<file path="config.mk">
export PLATFORM = sky130hd
export DESIGN_NAME = ltscr_top
export DESIGN_NICKNAME = d
export VERILOG_FILES = /design/src/rtl/ltscr_pkg.sv /design/src/rtl/ltscr_cfg_if.sv /design/src/rtl/ltscr_top.sv /design/src/rtl/ltscr_cfg_ram.sv
export SDC_FILE = /design/constraint.sdc
export NUM_CORES = 1
export LEC_CHECK = 0
export ABC_AREA = 1
export BUFFER_PORTS_ARGS = -buffer_cell sky130_fd_sc_hd__clkbuf_2
export CAP_MARGIN = 0
export CORE_MARGIN = 4
export CORE_UTILIZATION = 54
export CTS_CLUSTER_DIAMETER = 50
export CTS_CLUSTER_SIZE = 30
export DETAILED_ROUTE_END_ITERATION = 16
export PLACE_DENSITY_LB_ADDON = 0.2
export SLEW_MARGIN = 20
export SYNTH_ARGS = -nofsm -noshare
export SYNTH_HDL_FRONTEND = slang
export SYNTH_SLANG_ARGS = --single-unit
</file>
<file path="constraint.sdc">
create_clock -name clk -period 2.7 [get_ports clk]
set_input_delay 0.135 -clock clk [delete_from_list [all_inputs] [get_ports clk]]
set_output_delay 0.135 -clock clk [all_outputs]
set_load 0.05 [all_outputs]
</file>
<file path="src/rtl/ltscr_pkg.sv">
// Constants, field layouts and types of the logic tile status, control and routing block.
package ltscr_pkg;
  localparam int ADR_W = 8;
  localparam int DAT_W = 32;
  localparam int CTRL_W = 8;
  localparam int STAT_W = 8;
  localparam int RT_W = 8;
  localparam int ROUTE_W = 16;
  localparam int DP_IO = 6;
  localparam int NUM_REQ = 4;
  localparam int NUM_SUB = 4;
  localparam int PORT_W = 8;
  localparam int NUM_OE = 4;
  localparam int NUM_DRV = 4;
  localparam int CFG_AW = 3;
  localparam int CFG_W = 16;
  localparam logic [ADR_W-1:0] OFS_CTRL = 8'h00;
  localparam logic [ADR_W-1:0] OFS_STAT = 8'h04;
  localparam logic [ADR_W-1:0] OFS_STSEL = 8'h08;
  localparam logic [ADR_W-1:0] OFS_STKEN = 8'h0C;
  localparam logic [ADR_W-1:0] OFS_CMAP = 8'h10;
  localparam logic [ADR_W-1:0] OFS_CLKCFG = 8'h14;
  localparam logic [ADR_W-1:0] OFS_DPSEL = 8'h18;
  localparam logic [ADR_W-1:0] OFS_DPCTL = 8'h1C;
  localparam logic [ADR_W-1:0] OFS_ACC = 8'h20;
  localparam logic [ADR_W-1:0] OFS_DATA = 8'h24;
  localparam logic [ADR_W-1:0] OFS_REQSEL = 8'h28;
  localparam logic [ADR_W-1:0] OFS_IOCFG = 8'h2C;
  localparam logic [ADR_W-1:0] OFS_CFGRAM = 8'h40;
  localparam int CW_OP_LSB = 0;
  localparam int CW_SH_LSB = 3;
  localparam int CW_CIN_LSB = 5;
  localparam int CW_SIN_LSB = 7;
  localparam int CW_WR_BIT = 9;
  localparam int CLK_GATE_BIT = 3;
  localparam int IO_INS_LSB = 0;
  localparam int IO_OUTS_LSB = 8;
  localparam int IO_OEM_LSB = 16;
  localparam int SUB_DP = 2;
  localparam int SUB_SC = 3;
  localparam logic [CTRL_W-1:0] RST_CTRL = 8'h00;
  localparam logic [31:0] RST_STSEL = 32'h76543210;
  localparam logic [23:0] RST_CMAP = 24'hFAC688;
  localparam logic [17:0] RST_IOCFG = 18'h000FF;
  typedef enum logic [2:0] {OP_INC, OP_DEC, OP_ADD, OP_SUB, OP_AND, OP_OR, OP_XOR, OP_PASS}
    ltscr_op_t;
  typedef enum logic [1:0] {SH_NONE, SH_LEFT, SH_RIGHT, SH_SWAP} ltscr_sh_t;
  typedef enum logic [1:0] {CIN_ZERO, CIN_ONE, CIN_CHAIN, CIN_REG} ltscr_cin_t;
  typedef enum logic [1:0] {SIN_ROUTE, SIN_CHAIN, SIN_REG, SIN_ZERO} ltscr_sin_t;
  typedef enum logic [1:0] {OE_ALL, OE_QUAD, OE_PAIR, OE_SINGLE} ltscr_oe_t;
endpackage

</file>
<file path="src/rtl/ltscr_cfg_if.sv">
// Port between the tile logic and its dynamic configuration memory.
`timescale 1ns/1ps
`default_nettype none
interface ltscr_cfg_if #(parameter int AW = 3, parameter int DW = 16);
  logic we;
  logic [AW-1:0] waddr;
  logic [DW-1:0] wdata;
  logic [AW-1:0] raddr;
  logic [DW-1:0] rdata;
  modport ctl (output we, output waddr, output wdata, output raddr, input rdata);
  modport mem (input we, input waddr, input wdata, input raddr, output rdata);
endinterface
`default_nettype wire

</file>
<file path="src/rtl/ltscr_top.sv">
// Logic tile status and control registers, datapath routing and I/O port routing.
`timescale 1ns/1ps
`default_nettype none
module ltscr_top
  import ltscr_pkg::*;
(
  // System
  input wire logic clk,
  input wire logic reset,
  // Wishbone slave
  input wire logic wb_cyc_i,
  input wire logic wb_stb_i,
  input wire logic wb_we_i,
  input wire logic [ADR_W-1:0] wb_adr_i,
  input wire logic [3:0] wb_sel_i,
  input wire logic [DAT_W-1:0] wb_dat_i,
  output logic [DAT_W-1:0] wb_dat_o,
  output logic wb_ack_o,
  // Routing matrix
  input wire logic [RT_W-1:0] rt_in,
  output logic [CTRL_W-1:0] ctrl_rt,
  output logic [1:0] pta_clk_en,
  output logic [NUM_REQ-1:0] req_out,
  // Datapath and chaining
  input wire logic [DP_IO-1:0] dp_in,
  output logic [DP_IO-1:0] dp_out,
  input wire logic chain_cin_i,
  input wire logic chain_sin_i,
  input wire logic chain_eq_i,
  output logic chain_cout,
  output logic chain_sout,
  output logic chain_eq,
  // Port routing
  input wire logic [PORT_W-1:0] pin_out_rt,
  input wire logic [NUM_OE-1:0] oe_rt,
  input wire logic [NUM_DRV-1:0] drv_rt,
  output logic [PORT_W-1:0] pin_in_rt,
  output logic [NUM_DRV-1:0] pin_drv,
  // Pins
  input wire logic [PORT_W-1:0] pin_i,
  output logic [PORT_W-1:0] pin_o,
  output logic [PORT_W-1:0] pin_oe_n
);
  logic ack_r;
  logic [DAT_W-1:0] rdat_r;
  logic [DAT_W-1:0] rdat_c;
  logic [DAT_W-1:0] wmask;
  logic [ADR_W-1:0] adr_w;
  logic bus_req;
  logic wr_en;
  logic rd_en;
  logic cfg_hit;
  logic [CTRL_W-1:0] ctrl_r;
  logic [31:0] stsel_r;
  logic [STAT_W-1:0] stken_r;
  logic [23:0] cmap_r;
  logic [15:0] clkcfg_r;
  logic [17:0] dpsel_r;
  logic chain_en_r;
  logic [15:0] reqsel_r;
  logic [17:0] iocfg_r;
  logic [7:0] a0_r;
  logic [7:0] d0_r;
  logic carry_r;
  logic shift_r;
  logic [STAT_W-1:0] sticky_r;
  logic [STAT_W-1:0] stat_live;
  logic [STAT_W-1:0] stat_val;
  logic [STAT_W-1:0] stk_set;
  logic stat_rd;
  logic [NUM_SUB-1:0] sub_en;
  logic [ROUTE_W-1:0] route_vec;
  logic req_pick0;
  logic [CFG_W-1:0] cw;
  ltscr_op_t op;
  ltscr_sh_t shm;
  ltscr_cin_t cin_sel;
  ltscr_sin_t sin_sel;
  logic cin;
  logic sin;
  logic [8:0] sum9;
  logic [7:0] sh_res;
  logic alu_cout;
  logic alu_sout;
  logic [7:0] cond;
  logic [CTRL_W-1:0] ctrl_rt_r;
  logic [1:0] pta_en_r;
  logic [NUM_REQ-1:0] req_r;
  logic [DP_IO-1:0] dp_out_r;
  logic chain_cout_r;
  logic chain_sout_r;
  logic chain_eq_r;
  logic [PORT_W-1:0] s1_r;
  logic [PORT_W-1:0] s2_r;
  logic [PORT_W-1:0] s3_r;
  logic [PORT_W-1:0] pin_in_r;
  logic [PORT_W-1:0] pipe_r;
  logic [PORT_W-1:0] pin_o_r;
  logic [PORT_W-1:0] oe_c;
  logic [PORT_W-1:0] pin_oe_n_r;
  logic [NUM_DRV-1:0] drv_r;
  ltscr_oe_t oe_mode;

  ltscr_cfg_if #(.AW(CFG_AW), .DW(CFG_W)) cfg ();

  ltscr_cfg_ram #(.AW(CFG_AW), .DW(CFG_W)) u_cfg_ram (
    .clk(clk),
    .reset(reset),
    .mp(cfg.mem)
  );

  // A request is taken once; ack blocks a second take of the same strobe.
  assign adr_w = {wb_adr_i[ADR_W-1:2], 2'b00};
  assign bus_req = wb_cyc_i & wb_stb_i & ~ack_r;
  assign wr_en = bus_req & wb_we_i;
  assign rd_en = bus_req & ~wb_we_i;
  assign cfg_hit = adr_w[7:5] == OFS_CFGRAM[7:5];
  assign stat_rd = rd_en & (adr_w == OFS_STAT);

  always_comb begin
    for (int i = 0; i < 4; i++) begin
      wmask[8*i +: 8] = {8{wb_sel_i[i]}};
    end
  end

  // The memory takes whole words only, so a write needs all four lanes.
  assign cfg.we = wr_en & cfg_hit & (&wb_sel_i);
  assign cfg.waddr = adr_w[4:2];
  assign cfg.wdata = wb_dat_i[CFG_W-1:0];
  assign cfg.raddr = dp_in[CFG_AW-1:0];
  assign cw = cfg.rdata;

  always_comb begin
    case (adr_w)
      OFS_CTRL: rdat_c = 32'(ctrl_r);
      OFS_STAT: rdat_c = 32'(stat_val);
      OFS_STSEL: rdat_c = stsel_r;
      OFS_STKEN: rdat_c = 32'(stken_r);
      OFS_CMAP: rdat_c = 32'(cmap_r);
      OFS_CLKCFG: rdat_c = 32'(clkcfg_r);
      OFS_DPSEL: rdat_c = 32'(dpsel_r);
      OFS_DPCTL: rdat_c = 32'(chain_en_r);
      OFS_ACC: rdat_c = 32'(a0_r);
      OFS_DATA: rdat_c = 32'(d0_r);
      OFS_REQSEL: rdat_c = 32'(reqsel_r);
      OFS_IOCFG: rdat_c = 32'(iocfg_r);
      default: rdat_c = 32'h00000000;
    endcase
  end

  always_ff @(posedge clk) begin
    if (reset) begin
      ack_r <= 1'b0;
      rdat_r <= 32'h00000000;
    end else begin
      ack_r <= bus_req;
      if (rd_en) begin
        rdat_r <= rdat_c;
      end
    end
  end

  // Status reads are read-only; writes to that offset are acknowledged and dropped.
  always_ff @(posedge clk) begin
    if (reset) begin
      ctrl_r <= RST_CTRL;
      stsel_r <= RST_STSEL;
      stken_r <= 8'h00;
      cmap_r <= RST_CMAP;
      clkcfg_r <= 16'h0000;
      dpsel_r <= 18'h00000;
      chain_en_r <= 1'b0;
      reqsel_r <= 16'h0000;
      iocfg_r <= RST_IOCFG;
    end else if (wr_en) begin
      if (adr_w == OFS_CTRL) begin
        ctrl_r <= (ctrl_r & ~wmask[7:0]) | (wb_dat_i[7:0] & wmask[7:0]);
      end
      if (adr_w == OFS_STSEL) begin
        stsel_r <= (stsel_r & ~wmask) | (wb_dat_i & wmask);
      end
      if (adr_w == OFS_STKEN) begin
        stken_r <= (stken_r & ~wmask[7:0]) | (wb_dat_i[7:0] & wmask[7:0]);
      end
      if (adr_w == OFS_CMAP) begin
        cmap_r <= (cmap_r & ~wmask[23:0]) | (wb_dat_i[23:0] & wmask[23:0]);
      end
      if (adr_w == OFS_CLKCFG) begin
        clkcfg_r <= (clkcfg_r & ~wmask[15:0]) | (wb_dat_i[15:0] & wmask[15:0]);
      end
      if (adr_w == OFS_DPSEL) begin
        dpsel_r <= (dpsel_r & ~wmask[17:0]) | (wb_dat_i[17:0] & wmask[17:0]);
      end
      if (adr_w == OFS_DPCTL && wb_sel_i[0]) begin
        chain_en_r <= wb_dat_i[0];
      end
      if (adr_w == OFS_REQSEL) begin
        reqsel_r <= (reqsel_r & ~wmask[15:0]) | (wb_dat_i[15:0] & wmask[15:0]);
      end
      if (adr_w == OFS_IOCFG) begin
        iocfg_r <= (iocfg_r & ~wmask[17:0]) | (wb_dat_i[17:0] & wmask[17:0]);
      end
    end
  end

  // Clock enables: a gated subcomponent follows the control bit it selects.
  always_comb begin
    for (int i = 0; i < NUM_SUB; i++) begin
      sub_en[i] = ~clkcfg_r[4*i + CLK_GATE_BIT] | ctrl_r[clkcfg_r[4*i +: 3]];
    end
  end

  always_ff @(posedge clk) begin
    if (reset) begin
      pta_en_r <= 2'b11;
      ctrl_rt_r <= 8'h00;
    end else begin
      pta_en_r <= sub_en[1:0];
      for (int k = 0; k < CTRL_W; k++) begin
        ctrl_rt_r[k] <= ctrl_r[cmap_r[3*k +: 3]];
      end
    end
  end

  // Status unit.
  assign route_vec = {rt_in, dp_out_r, pin_in_r[1:0]};

  always_comb begin
    for (int i = 0; i < STAT_W; i++) begin
      stat_live[i] = route_vec[stsel_r[4*i +: 4]];
    end
  end

  assign stk_set = stat_live & stken_r & {STAT_W{sub_en[SUB_SC]}};
  assign stat_val = (stat_live & ~stken_r) | (sticky_r & stken_r);

  // The set term comes last so a fresh event survives the clearing read.
  always_ff @(posedge clk) begin
    if (reset) begin
      sticky_r <= 8'h00;
    end else begin
      sticky_r <= (sticky_r & ~{STAT_W{stat_rd}}) | stk_set;
    end
  end

  // Datapath.
  assign op = ltscr_op_t'(cw[CW_OP_LSB +: 3]);
  assign shm = ltscr_sh_t'(cw[CW_SH_LSB +: 2]);
  assign cin_sel = ltscr_cin_t'(cw[CW_CIN_LSB +: 2]);
  assign sin_sel = ltscr_sin_t'(cw[CW_SIN_LSB +: 2]);

  always_comb begin
    unique case (cin_sel)
      CIN_ZERO: cin = 1'b0;
      CIN_ONE: cin = 1'b1;
      CIN_CHAIN: cin = chain_en_r ? chain_cin_i : dp_in[4];
      CIN_REG: cin = carry_r;
    endcase
    unique case (sin_sel)
      SIN_ROUTE: sin = dp_in[3];
      SIN_CHAIN: sin = chain_en_r & chain_sin_i;
      SIN_REG: sin = shift_r;
      SIN_ZERO: sin = 1'b0;
    endcase
  end

  always_comb begin
    unique case (op)
      OP_INC: sum9 = {1'b0, a0_r} + 9'h001;
      OP_DEC: sum9 = {1'b0, a0_r} + 9'h0FF;
      OP_ADD: sum9 = {1'b0, a0_r} + {1'b0, d0_r} + {8'h00, cin};
      OP_SUB: sum9 = {1'b0, a0_r} + {1'b0, ~d0_r} + {8'h00, cin};
      OP_AND: sum9 = {1'b0, a0_r & d0_r};
      OP_OR: sum9 = {1'b0, a0_r | d0_r};
      OP_XOR: sum9 = {1'b0, a0_r ^ d0_r};
      OP_PASS: sum9 = {1'b0, a0_r};
    endcase
    alu_cout = sum9[8];
    unique case (shm)
      SH_NONE: begin
        sh_res = sum9[7:0];
        alu_sout = 1'b0;
      end
      SH_LEFT: begin
        sh_res = {sum9[6:0], sin};
        alu_sout = sum9[7];
      end
      SH_RIGHT: begin
        sh_res = {sin, sum9[7:1]};
        alu_sout = sum9[0];
      end
      SH_SWAP: begin
        sh_res = {sum9[3:0], sum9[7:4]};
        alu_sout = 1'b0;
      end
    endcase
  end

  assign cond = {shift_r, carry_r, alu_sout, alu_cout, sh_res == 8'hFF, sh_res == 8'h00,
    a0_r < d0_r, (a0_r == d0_r) & (~chain_en_r | chain_eq_i)};

  // Registered carry and shift-out let one 8-bit ALU build 16-bit work over two cycles.
  always_ff @(posedge clk) begin
    if (reset) begin
      carry_r <= 1'b0;
      shift_r <= 1'b0;
    end else if (sub_en[SUB_DP]) begin
      carry_r <= alu_cout;
      shift_r <= alu_sout;
    end
  end

  always_ff @(posedge clk) begin
    if (reset) begin
      a0_r <= 8'h00;
    end else if (wr_en && adr_w == OFS_ACC && wb_sel_i[0]) begin
      a0_r <= wb_dat_i[7:0];
    end else if (sub_en[SUB_DP] && cw[CW_WR_BIT] && !dp_in[5]) begin
      a0_r <= sh_res;
    end
  end

  always_ff @(posedge clk) begin
    if (reset) begin
      d0_r <= 8'h00;
    end else if (wr_en && adr_w == OFS_DATA && wb_sel_i[0]) begin
      d0_r <= wb_dat_i[7:0];
    end
  end

  always_ff @(posedge clk) begin
    if (reset) begin
      dp_out_r <= 6'h00;
      chain_cout_r <= 1'b0;
      chain_sout_r <= 1'b0;
      chain_eq_r <= 1'b0;
    end else begin
      for (int k = 0; k < DP_IO; k++) begin
        dp_out_r[k] <= cond[dpsel_r[3*k +: 3]];
      end
      chain_cout_r <= chain_en_r & alu_cout;
      chain_sout_r <= chain_en_r & alu_sout;
      chain_eq_r <= chain_en_r & cond[0];
    end
  end

  // Request multiplexer.
  assign req_pick0 = route_vec[reqsel_r[3:0]];

  always_ff @(posedge clk) begin
    if (reset) begin
      req_r <= 4'h0;
    end else begin
      for (int k = 0; k < NUM_REQ; k++) begin
        req_r[k] <= route_vec[reqsel_r[4*k +: 4]];
      end
    end
  end

  // Pin input: the fast path skips only the last stage, never the synchroniser itself.
  always_ff @(posedge clk) begin
    if (reset) begin
      s1_r <= 8'h00;
      s2_r <= 8'h00;
      s3_r <= 8'h00;
      pin_in_r <= 8'h00;
    end else begin
      s1_r <= pin_i;
      s2_r <= s1_r;
      s3_r <= s2_r;
      pin_in_r <= (s3_r & iocfg_r[IO_INS_LSB +: 8]) | (s2_r & ~iocfg_r[IO_INS_LSB +: 8]);
    end
  end

  assign oe_mode = ltscr_oe_t'(iocfg_r[IO_OEM_LSB +: 2]);

  always_comb begin
    for (int i = 0; i < PORT_W; i++) begin
      unique case (oe_mode)
        OE_ALL: oe_c[i] = oe_rt[0];
        OE_QUAD: oe_c[i] = oe_rt[i / 4];
        OE_PAIR: oe_c[i] = oe_rt[i / 2];
        OE_SINGLE: oe_c[i] = (i < NUM_OE) ? oe_rt[i % NUM_OE] : oe_rt[NUM_OE-1];
      endcase
    end
  end

  always_ff @(posedge clk) begin
    if (reset) begin
      pipe_r <= 8'h00;
      pin_o_r <= 8'h00;
      pin_oe_n_r <= 8'hFF;
      drv_r <= 4'h0;
    end else begin
      pipe_r <= pin_out_rt;
      pin_o_r <= (pipe_r & iocfg_r[IO_OUTS_LSB +: 8]) | (pin_out_rt & ~iocfg_r[IO_OUTS_LSB +: 8]);
      pin_oe_n_r <= ~oe_c;
      drv_r <= drv_rt;
    end
  end

  assign wb_ack_o = ack_r;
  assign wb_dat_o = rdat_r;
  assign ctrl_rt = ctrl_rt_r;
  assign pta_clk_en = pta_en_r;
  assign req_out = req_r;
  assign dp_out = dp_out_r;
  assign chain_cout = chain_cout_r;
  assign chain_sout = chain_sout_r;
  assign chain_eq = chain_eq_r;
  assign pin_in_rt = pin_in_r;
  assign pin_drv = drv_r;
  assign pin_o = pin_o_r;
  assign pin_oe_n = pin_oe_n_r;
endmodule
`default_nettype wire

</file>
<file path="src/rtl/ltscr_cfg_ram.sv">
// Dynamic datapath configuration memory with a registered read port.
`timescale 1ns/1ps
`default_nettype none
module ltscr_cfg_ram #(
  parameter int AW = 3,
  parameter int DW = 16
) (
  // System
  input wire logic clk,
  input wire logic reset,
  // Memory port
  ltscr_cfg_if.mem mp
);
  logic [DW-1:0] mem_r [2**AW];
  logic [DW-1:0] rdata_r;

  always_ff @(posedge clk) begin
    if (reset) begin
      for (int i = 0; i < 2**AW; i++) begin
        mem_r[i] <= '0;
      end
    end else if (mp.we) begin
      mem_r[mp.waddr] <= mp.wdata;
    end
  end

  always_ff @(posedge clk) begin
    if (reset) begin
      rdata_r <= '0;
    end else begin
      rdata_r <= mem_r[mp.raddr];
    end
  end

  assign mp.rdata = rdata_r;
endmodule
`default_nettype wire

</file>
; Word level (Yosys, flattened, before mapping)
; Memory sizes are Yosys's and may differ from the RTL's. A register that Yosys moved wholly into a read port is not among the register bits.
; Index checks and enable logic that the tools add are counted.
[word_totals]
regBits = 283
latch_bits = 0
ramBits = 128
romBits = 0
n_memories = 1
[classes]
n_addsub = 6
n_mul = 0
div = 0
n_lt_le_gt_ge = 31
eq_ne = 33
shift = 0
mux = 83
n_bitwise = 72
reduce_logical = 32
[mem_list]
columns = memory, depth, width, rd, rd_ports_with_merged_regs, write_ports, line_no
row1 = u_cfg_ram.mem_r, 8, 16, 1, 1, 8, ltscr_cfg_ram.sv:14  ; logic [DW-1:0] mem_r [2**AW];
[ops]
columns = op, n
row1 = $pmux 32 s12, 1
row2 = $and 8x8->8, 13
row3 = $lt 3x4->1 const B, 18
row4 = $pmux 9 s8, 1
row5 = $and 32x32->32, 2
row6 = $lt 4x5->1 const B, 12
row7 = $not 8->8, 7
row8 = $or 8x8->8, 7
row9 = $and 18x18->18, 3
row10 = $bmux 1 s3, 18
row11 = $and 16x16->16, 3
row12 = $and 24x24->24, 2
row13 = $bmux 1 s4, 12
row14 = $mux 1, 38
row15 = $or 18x18->18, 2
row16 = $not 32->32, 1
row17 = $or 16x16->16, 2
row18 = $or 32x32->32, 1
row19 = $pmux 8 s4, 1
row20 = $eq 6x3->1 const B, 4
row21 = $eq 6x4->1 const B, 4
row22 = $not 24->24, 1
row23 = $or 24x24->24, 1
row24 = $add 8x8->9, 2
row25 = other kinds (37), 101

; Longest topological paths before layout
; Gate-level depths: netlist of run 1.
[logic_depth]
depth_word = 10
mapped_depth = 26
depth_no_buf = 26

; By module
; From an unflattened synthesis of run 1, not the netlist that was laid out.
[unflattened]
hier_cells = 3023
hier_area_um2 = 22038.6
[by_module_without_submodules]
columns = mod, n_inst, cells_per_inst, area_per_inst_um2, seq_area_each_um2
row1 = ltscr_top, 1, 2272, 15363.5, 5625.4
row2 = ltscr_cfg_ram, 1, 751, 6675.2, 4164.0

; Worst setup path after synthesis of run 1
; No wires, ideal clock.
[synth_timing]
kind = register to register
from = register u_cfg_ram.rdata_r[1], in the netlist u_cfg_ram.mp.rdata[1] (read register of u_cfg_ram.mem_r)
to = register dp_out_r[3], in the netlist dp_out[3]
setup_time_ps = 118
arrival_ps = 2737
t_required_ps = 2582
path_slack_ps = -155
stages_incl_launch_ff = 17
path_buffers = 1
synth_period_minus_slack_ps = 2855
path_cell_list = dfxtp_1 > buf_6 > nor2_8 > inv_6 > nor2_1 > ha_1 > a21oi_1 > or2_1 > nand3_1 > nand2_1 > a21oi_1 > o32ai_1 > nand2_1 > nand3_1 > nand3_1 > nand2_1 > a21oi_2
[synth_between]
elab_chain_cells = 6
elab_cells_between_ends = 15
cone_classes = 8 x eq/ne / 5 x mux / 2 x reduce/logical
[synth_lines]
columns = item, line_no
row1 = from (decl), ltscr_cfg_ram.sv:15  ; logic [DW-1:0] rdata_r;
row2 = $eq 3x3->1 (tied with other cells), ltscr_top.sv:268  ; unique case (op)
row3 = $pmux 9 s8 *, ltscr_top.sv:268
row4 = $pmux 8 s4, ltscr_top.sv:279  ; unique case (shm)
row5 = $eq 8x8->1 or $logic_not 8->1 (tied branches), ltscr_top.sv:299  ; assign cond = {shift_r, carry_r, alu_sout, alu_cout, sh_res == 8'hFF, sh_res == 8'h00,
row6 = $bmux 1 s3 *, ltscr_top.sv:339  ; dp_out_r[k] <= cond[dpsel_r[3*k +: 3]];
row7 = $mux 1 (not written as such) *, ltscr_top.sv:339
row8 = "to (signal, indexed assignment)", ltscr_top.sv:339
row9 = to (decl), ltscr_top.sv:89  ; logic [DP_IO-1:0] dp_out_r;
; Mark *: on every way between the ends. The rest lies on a longest branch, timed or not. The select of a mux whose other input is x is not followed.
; A chain may end at the register's enable or synchronous reset.

; Worst setup path after layout of run 1
[layout_timing]
from = register chain_en_r
to = register dp_out_r[5], in the netlist dp_out[5]
[layout_between]
elab_chain_cells = 8
elab_cells_between_ends = 16
cone_classes = 2 x add/sub / 1 x eq/ne / 8 x mux / 4 x bitwise / 1 x reduce/logical
[layout_lines]
columns = item, line_no
row1 = from (decl), ltscr_top.sv:59  ; logic chain_en_r;
row2 = from (signal assigned), ltscr_top.sv:195  ; chain_en_r <= wb_dat_i[0];
row3 = $mux 1, ltscr_top.sv:256  ; CIN_CHAIN: cin = chain_en_r ? chain_cin_i : dp_in[4];
row4 = $pmux 1 s4, ltscr_top.sv:253  ; unique case (cin_sel)
row5 = $add 9x1->9 (on tied branches), "ltscr_top.sv:272, ltscr_top.sv:271"
row6 = $pmux 9 s8, ltscr_top.sv:268
row7 = $pmux 8 s4, ltscr_top.sv:279
row8 = $eq 8x8->1 or $logic_not 8->1 (tied branches), ltscr_top.sv:299
row9 = $bmux 1 s3 *, ltscr_top.sv:339
row10 = $mux 1 (not written as such) *, ltscr_top.sv:339
; Marked as above.

==> results of run 1 <==
==> routing by layer <==
layer | share of wire, % | global-route usage, % | up-vias
met4 | 3.5 | 12.5 | 0
li1 | - | - | 9491
met2 | 43 | 52.5 | 1251
met5 | 0 | 0 | -
met1 | 41 | 51.5 | 9270
met3 | 12 | 8.03 | 187
==> worst paths after layout <==
path	slack, ns	to	startpoint	depth (start not counted)
max	-0.34	dp_out[5]	chain_en_r	21
min	-0.01	a0_r[0]	wb_dat_i[0]	3
max reg2reg	-0.34	dp_out[5]	chain_en_r	21
min reg2reg	0.41	s2_r[6]	s1_r[6]	2
==> cells in the final DEF, fill, tap and decap left out, types with 5 or more instances in the layout <==
cell type and instances:
o21ai_1 5, nand3_4 6, inv_2 13, nor2_4 5
buf_4 155, clkinv_2 6, ha_1 26, inv_1 264
clkinv_1 12, dfxtp_1 288, nand3_2 26, a21oi_1 341
o21ai_0 334, o21ai_2 7, o221ai_1 6, nand2_4 5
clkbuf_2 170, a21oi_2 12, edfxtp_1 80, o22ai_1 52
a211oi_1 17, nand2_2 29, dlygate4sd3_1 55, nor2_1 294
nand3_1 105, o2111ai_1 6, o211ai_1 58, clkbuf_16 38
a31oi_1 25, nand2_1 357, nand4_1 19, nor2_2 14
a221oi_1 11
==> cell families (layout without fill, tap and decap cells) <==
logic type	after synthesis	count (layout)	share of synthesized area [%]
muxes	1	1	0.0520
buffers and inverters	435	740	8.99
DFF	371	371	42.7
adders and majority gates	36	36	2.54
other	0	2	0
and+or+nand+nor	882	882	19.9
xor gates and xnor gates	2	2	0.0910
AOI/OAI and AO/OA	894	894	25.7
==> power by group <==
group / total (mW) / internal [mW] / switching (mW)
sequential: 5.87 / 5.78 / 0.0957
combinational: 1.98 / 0.666 / 1.32
clock: 5.09 / 2.69 / 2.40
==> timing repair <==
action,in CTS,in global routing
setup buffers,3,7
resized for setup,26,70
pin swaps,10,21
hold buffers,55,0
endpoints found under the setup margin,14,18
hold endpoints to repair,86,0
==> critical path, cell delays in order (launching register included) <==
cell and delay, ns:
dfxtp_2 0.35, inv_2 0.04, o21ai_1 0.10, nor2_1 0.07, o21ai_2 0.20, fa_2 0.24
inv_2 0.04, fa_2 0.52, nand2_2 0.05, o21ai_2 0.07, nor2_2 0.05, nand2_2 0.11
nand2_2 0.07, inv_1 0.08, nor2_1 0.08, a21oi_2 0.15, nand2_1 0.10, nor2_2 0.14
nand3_4 0.15, nand2_1 0.12, nand3_2 0.09, a21oi_2 0.12
==> cell type report <==
type                    count  area [um2]
diodes                      2        5.00
inverters                 291        1100
well taps                 455         569
repair buffers            387        2680
clock buffers              40         968
clock inverters            22         208
flip-flops and latches    371        8230
fillers                  3017       11500
multi-input cells        1815        9650
==> through the flow <==
| step | cells | area (um2) | hold WS (ns) | setup WS [ns] |
|---|---|---|---|---|
| finish | 3383 | 23400 | -0.0112 | -0.343 |
| global placement | 3256 | 21300 | 0.328 | -0.363 |
| floorplan | 2621 | 19300 | 0.219 | 0.00223 |
| CTS | 3376 | 23100 | 0.0430 | -0.289 |
| global route | 3383 | 23400 | -0.00876 | -0.541 |
| detailed placement | 3256 | 21300 | 0.332 | -0.419 |
==> results.tsv, run 1 <==
stage	metric	value	unit
timing	final period demand of the worst path	3.04	ns
synthesis	Post-synth EDFFs	80	
grt	GRT Total Usage	35.6	%
timing	RSZ-0062 raised after global routing	yes	
route	Avg WL per Cell	21.3	um
placed_design	# port buffers	171	
route	detailed-route wire length	72.0	mm
clocking	clock root buffer master	clkbuf_16	
clocking	htree depth	2	
outcome	violated checks	negative hold slack, negative setup slack	
die	Die H	197	um
setup_path	CP Class	reg -> reg	
placed_design	routability cong.	1.01	
grt	vias in the first global route	18500	
setup_path	Crit. End Element	register	
synthesis	synth top area cells	dfxtp_1, edfxtp_1, a21oi_1	
synthesis	post-synth top area share	30.3	%
setup_path	critical path launch point type	register	
synthesis	cell count after synthesis	2621	
route	antenna viol nets, final	0	
timing	final worst slack	-0.343	ns
timing	Fin Hold WS	-0.0112	ns
route	Remaining DRCs	0	
hold_path	Min-Delay Path Class	in -> reg	
setup_path	worst path arrival time	3.52	ns
die	Die X	197	um
clocking	CTS sink cnt	371	
grt	remaining global-route overflow	0	
synthesis	top cells by count, synth	nand2_1, a21oi_1, o21ai_0	
timing	Worst slew margin	35.8	%
synthesis	Mapped Area	19200	um2
route	TritonRoute pass-1 iters	6	
clocking	later-pin clock latency in the skew report	0.57	ns
die	Initial Util	55.2	%
synthesis	syn nets	2747	
power	Overall Power	12.9	mW
die	row count	68	
timing	period utilisation layout	113	%
route	via count	20200	
timing	Pins Over Slew Limit	0	
synthesis	syn_area_per_cell	7.34	um2
grt	largest net degree at the start of global routing	72	
power	Leakage Power	9.73	nW
clocking	clock slew at reported path FFs	0.07	ns
synthesis	synth warn	0	
layout	fin nets	3028	
route	routed vias/inst	5.97	
layout	Area Growth Syn to Fin	21.7	%
layout	fraction of layout cells with a size suffix above 1	18.4	%
power	VDD IR max	0.000642	V
timing	setup tns final	-2.07	ns
clocking	CTS tree	built	
clocking	Max Buffers Root-to-Sink	3	
layout	fin util	67.1	%
outcome	outcome	complete, but fails checks	
synthesis	ys flop type	dfxtp_1	
power	power density over cell area	553	nW/um2
synthesis	Synth async-reset ratio	0	%
synthesis	#FFs+latches synth	371	
timing	endpoints failing setup	9	
synthesis	post-synth cell types	60	
synthesis	cell with the most instances after synthesis	nand2_1	
route	Detailed Route Iter0 Violations	2415	
grt	initial antenna violation count	3	
timing	Hold Vio Cnt, Final	1	
timing	final setup skew	0.0298	ns
timing	Max Clk Rate	329	MHz
setup_path	CP Data Required Time	3.18	ns
synthesis	register area share after synthesis	42.7	%
die	IO Pins	174	
grt	first-pass GRT wire length	108	mm
timing	Tightest Pin Transition	0.957	ns
setup_path	CP Max Fanout	6	
flow_run	total of max-cap violations	0	
clocking	Num CTS Buffers	36	
synthesis	area leader, netlist	dfxtp_1	
die	Core Footprint	34900	um2
placed_design	DP HPWL	51.0	mm
die	die area	38700	um2
No activity file was read; power rests on OpenSTA's default activity.
==> inputs of run 2 (changes only) <==
Settings changed: PLACE_DENSITY from default to 0.73, PLACE_DENSITY_LB_ADDON 0.2 to default.
==> results.tsv, run 2 (same netlist as run 1, synthesis figures left out) <==
stage	metric	value	unit	change
clocking	Num CTS Buffers	36		unchanged
route	via count	20200		-0.025%
hold_path	Min-Delay Path Class	in -> reg		
die	die area	38700	um2	unchanged
power	logic gate share of total power	14.6	%	-0.7 points
die	row count	68		unchanged
layout	commonest cells after routing, fill and taps aside	nand2_1, a21oi_1, o21ai_0		
clocking	clock root buffer master	clkbuf_16		
placed_design	DP HPWL	51.7	mm	+1.4%
route	antenna viol nets, final	0		unchanged
clocking	CTS tree	built		
grt	vias in the first global route	18500		-0.038%
grt	initial antenna violation count	3		unchanged
timing	final setup skew	0.0251	ns	-0.00469 ns
route	Detailed Route Iter0 Violations	2684		+11%
die	Die X	197	um	unchanged
route	Avg WL per Cell	21.2	um	-0.22%
power	VDD IR max	0.000660	V	+2.7%
placed_design	pre-CTS WS	-0.454	ns	-0.0347 ns
timing	Pins Over Slew Limit	0		unchanged
outcome	outcome	complete, but fails checks		
die	IO Pins	174		unchanged
timing	final period demand of the worst path	3.01	ns	-0.0309 ns
grt	remaining global-route overflow	0		unchanged
placed_design	routability cong.	1.01		-0.41%
power	Clock power frac	40.7	%	+1.4 points
placed_design	# port buffers	171		unchanged
setup_path	CP Class	reg -> reg		
timing	Fin Hold WS	-0.00757	ns	+0.00360 ns
power	Switching Fraction	29.3	%	-0.18 points
grt	largest net degree at the start of global routing	75		+4.2%
power	cell internal pwr	9.31	mW	+2.0%
die	Core Footprint	34900	um2	unchanged
layout	Area Growth Syn to Fin	21.2	%	
setup_path	CP Data Required Time	3.19	ns	about the same
power	P_sw	3.86	mW	+1.1%
power	power density over cell area	565	nW/um2	+2.1%
setup_path	worst path arrival time	3.51	ns	about the same
layout	fraction of layout cells with a size suffix above 1	17.4	%	-0.97 points
flow_run	total of max-cap violations	0		unchanged
layout	area occupied by registers	8240	um2	about the same
grt	GRT Total Usage	35.8	%	+0.25 points
setup_path	CP most frequent cell	nand2_1		
route	detailed-route wire length	72.0	mm	-0.10%
layout	commonest non-fill, non-tap cell in the layout	nand2_1		
timing	RSZ-0062 raised after global routing	yes		
route	TritonRoute pass-1 iters	7		+1
die	Initial Util	55.2	%	unchanged
clocking	Max Buffers Root-to-Sink	3		unchanged
timing	Hold Vio Cnt, Final	1		unchanged
setup_path	Max stage delay on crit path	0.38	ns	-0.14 ns
timing	endpoints failing setup	8		-1
timing	Worst slew margin	34.6	%	-1.2 points
power	Flop pwr share	44.7	%	-0.7 points
power	Leakage Power	9.74	nW	about the same
timing	period utilisation layout	112	%	-1.1 points
layout	Multi-input gate area	9510	um2	-1.5%
setup_path	CP Max Fanout	6		unchanged
layout	fill count	2987		-0.99%
layout	fin nets	3027		-0.033%
setup_path	critical path, cell by cell	inv_2, o21ai_2, nor2_2, o21ai_2, fa_2, inv_2, fa_2, nand2_2, nand2_1, nand2_1, nand3_1, nand4_4, nand3_1, nand2_1, inv_1, nand2_2, nand2_2, nor2_1, nand3_4, nand2_1, nand3_2, a21oi_2		
route	routed vias/inst	5.96		-0.14%
timing	Tightest Pin Transition	0.975	ns	+0.0176 ns
outcome	violated checks	negative hold slack, negative setup slack		
die	Die H	197	um	unchanged
clocking	htree depth	2		unchanged
setup_path	Worst R2R Setup Slack	-0.31	ns	+0.03 ns
clocking	clock slew at reported path FFs	0.07	ns	about the same
setup_path	critical path launch point type	register		
setup_path	Crit. End Element	register		
layout	final instance area	23300	um2	-0.39%
setup_path	Slowest cell on crit path	fa_2		
placed_design	Post-DP Area	21200	um2	-0.12%
layout	fin util	66.9	%	-0.26 points
clocking	CTS sink cnt	371		unchanged
timing	final worst slack	-0.312	ns	+0.0309 ns
route	Remaining DRCs	0		unchanged
grt	first-pass GRT wire length	109	mm	+0.79%
timing	Max Clk Rate	332	MHz	+1.0%
clocking	later-pin clock latency in the skew report	0.58	ns	about the same
==> run 2: cell count changes in the layout (fill, tap and decap cells not counted), moves of 5 or more <==
cell	delta
ha_1	+5
nand3_1	+9
nand2_2	-10
nand2_1	+13
nand3_2	-8
==> run 2: power groups by stage <==
stage / sequential (mW) / combinational [mW] / clock (mW)
finish: 5.88 / 1.92 / 5.37
CTS: 5.87 / 1.82 / 5.41
detailed placement: 6.00 / 1.72 / 0
floorplan: 6.08 / 0.904 / 0
global placement: 6.00 / 1.70 / 0
global route: 5.89 / 2.05 / 5.64
==> run 2: area by class of cell <==
type	instances	area share [%]
multi-input combinational	1815	40.8
sequential	371	35.3
timing repair buffer	386	11.3
inverter	291	4.73
clock buffer	41	4.12
tap	455	2.44
clock inverter	25	1.27
antenna	3	0.0322
==> run 2: path summary, 6_finish.rpt <==
kind	start	endpoint	depth (start not counted)
max reg2reg	chain_en_r	dp_out[3]	22
max	chain_en_r	dp_out[3]	22
min reg2reg	s1_r[2]	s2_r[2]	2
min	wb_dat_i[0]	a0_r[0]	3
==> run 2: worst max-delay path: cells and delay by family, from the launching register on <==
kind | cells | cell delay, ns
AO/OA/AOI/OAI | 3 | 0.46
AND/OR/NAND/NOR | 14 | 1.40
buffers and inverters | 3 | 0.13
flip-flops | 1 | 0.35
adder cells (fa/ha/maj) | 2 | 0.62
==> run 2: repair_timing <==
action / in CTS / in global routing
hold buffers: 55 / 0
endpoints found under the hold margin: 89 / 0
pin swaps: 6 / 7
gates resized for setup: 29 / 31
cloned: 0 / 0
endpoints found under the setup margin: 16 / 19
setup buffers: 5 / 4
==> run 2: routing by layer <==
| metal | vias up | global-route usage [%] | share of wire, % |
|---|---|---|---|
| met3 | 157 | 9.91 | 12 |
| met1 | 9336 | 52.7 | 43 |
| met2 | 1189 | 51.6 | 42 |
| met5 | - | 0 | 0 |
| li1 | 9512 | - | - |
| met4 | 0 | 10.3 | 2.9 |
==> run 2: stage by stage <==
stage / hold slack, ns / instances / setup TNS [ns] / power, mW
5_1_grt: -0.00847 / 3386 / -4.41 / 13.6
3_5_place_dp: 0.333 / 3256 / -3.24 / 7.72
4_1_cts: 0.00322 / 3382 / -1.57 / 13.1
6_report: -0.00757 / 3387 / -1.93 / 13.2
2_1_floorplan: 0.219 / 2621 / 0 / 6.99
3_3_place_gp: 0.328 / 3256 / -2.35 / 7.70
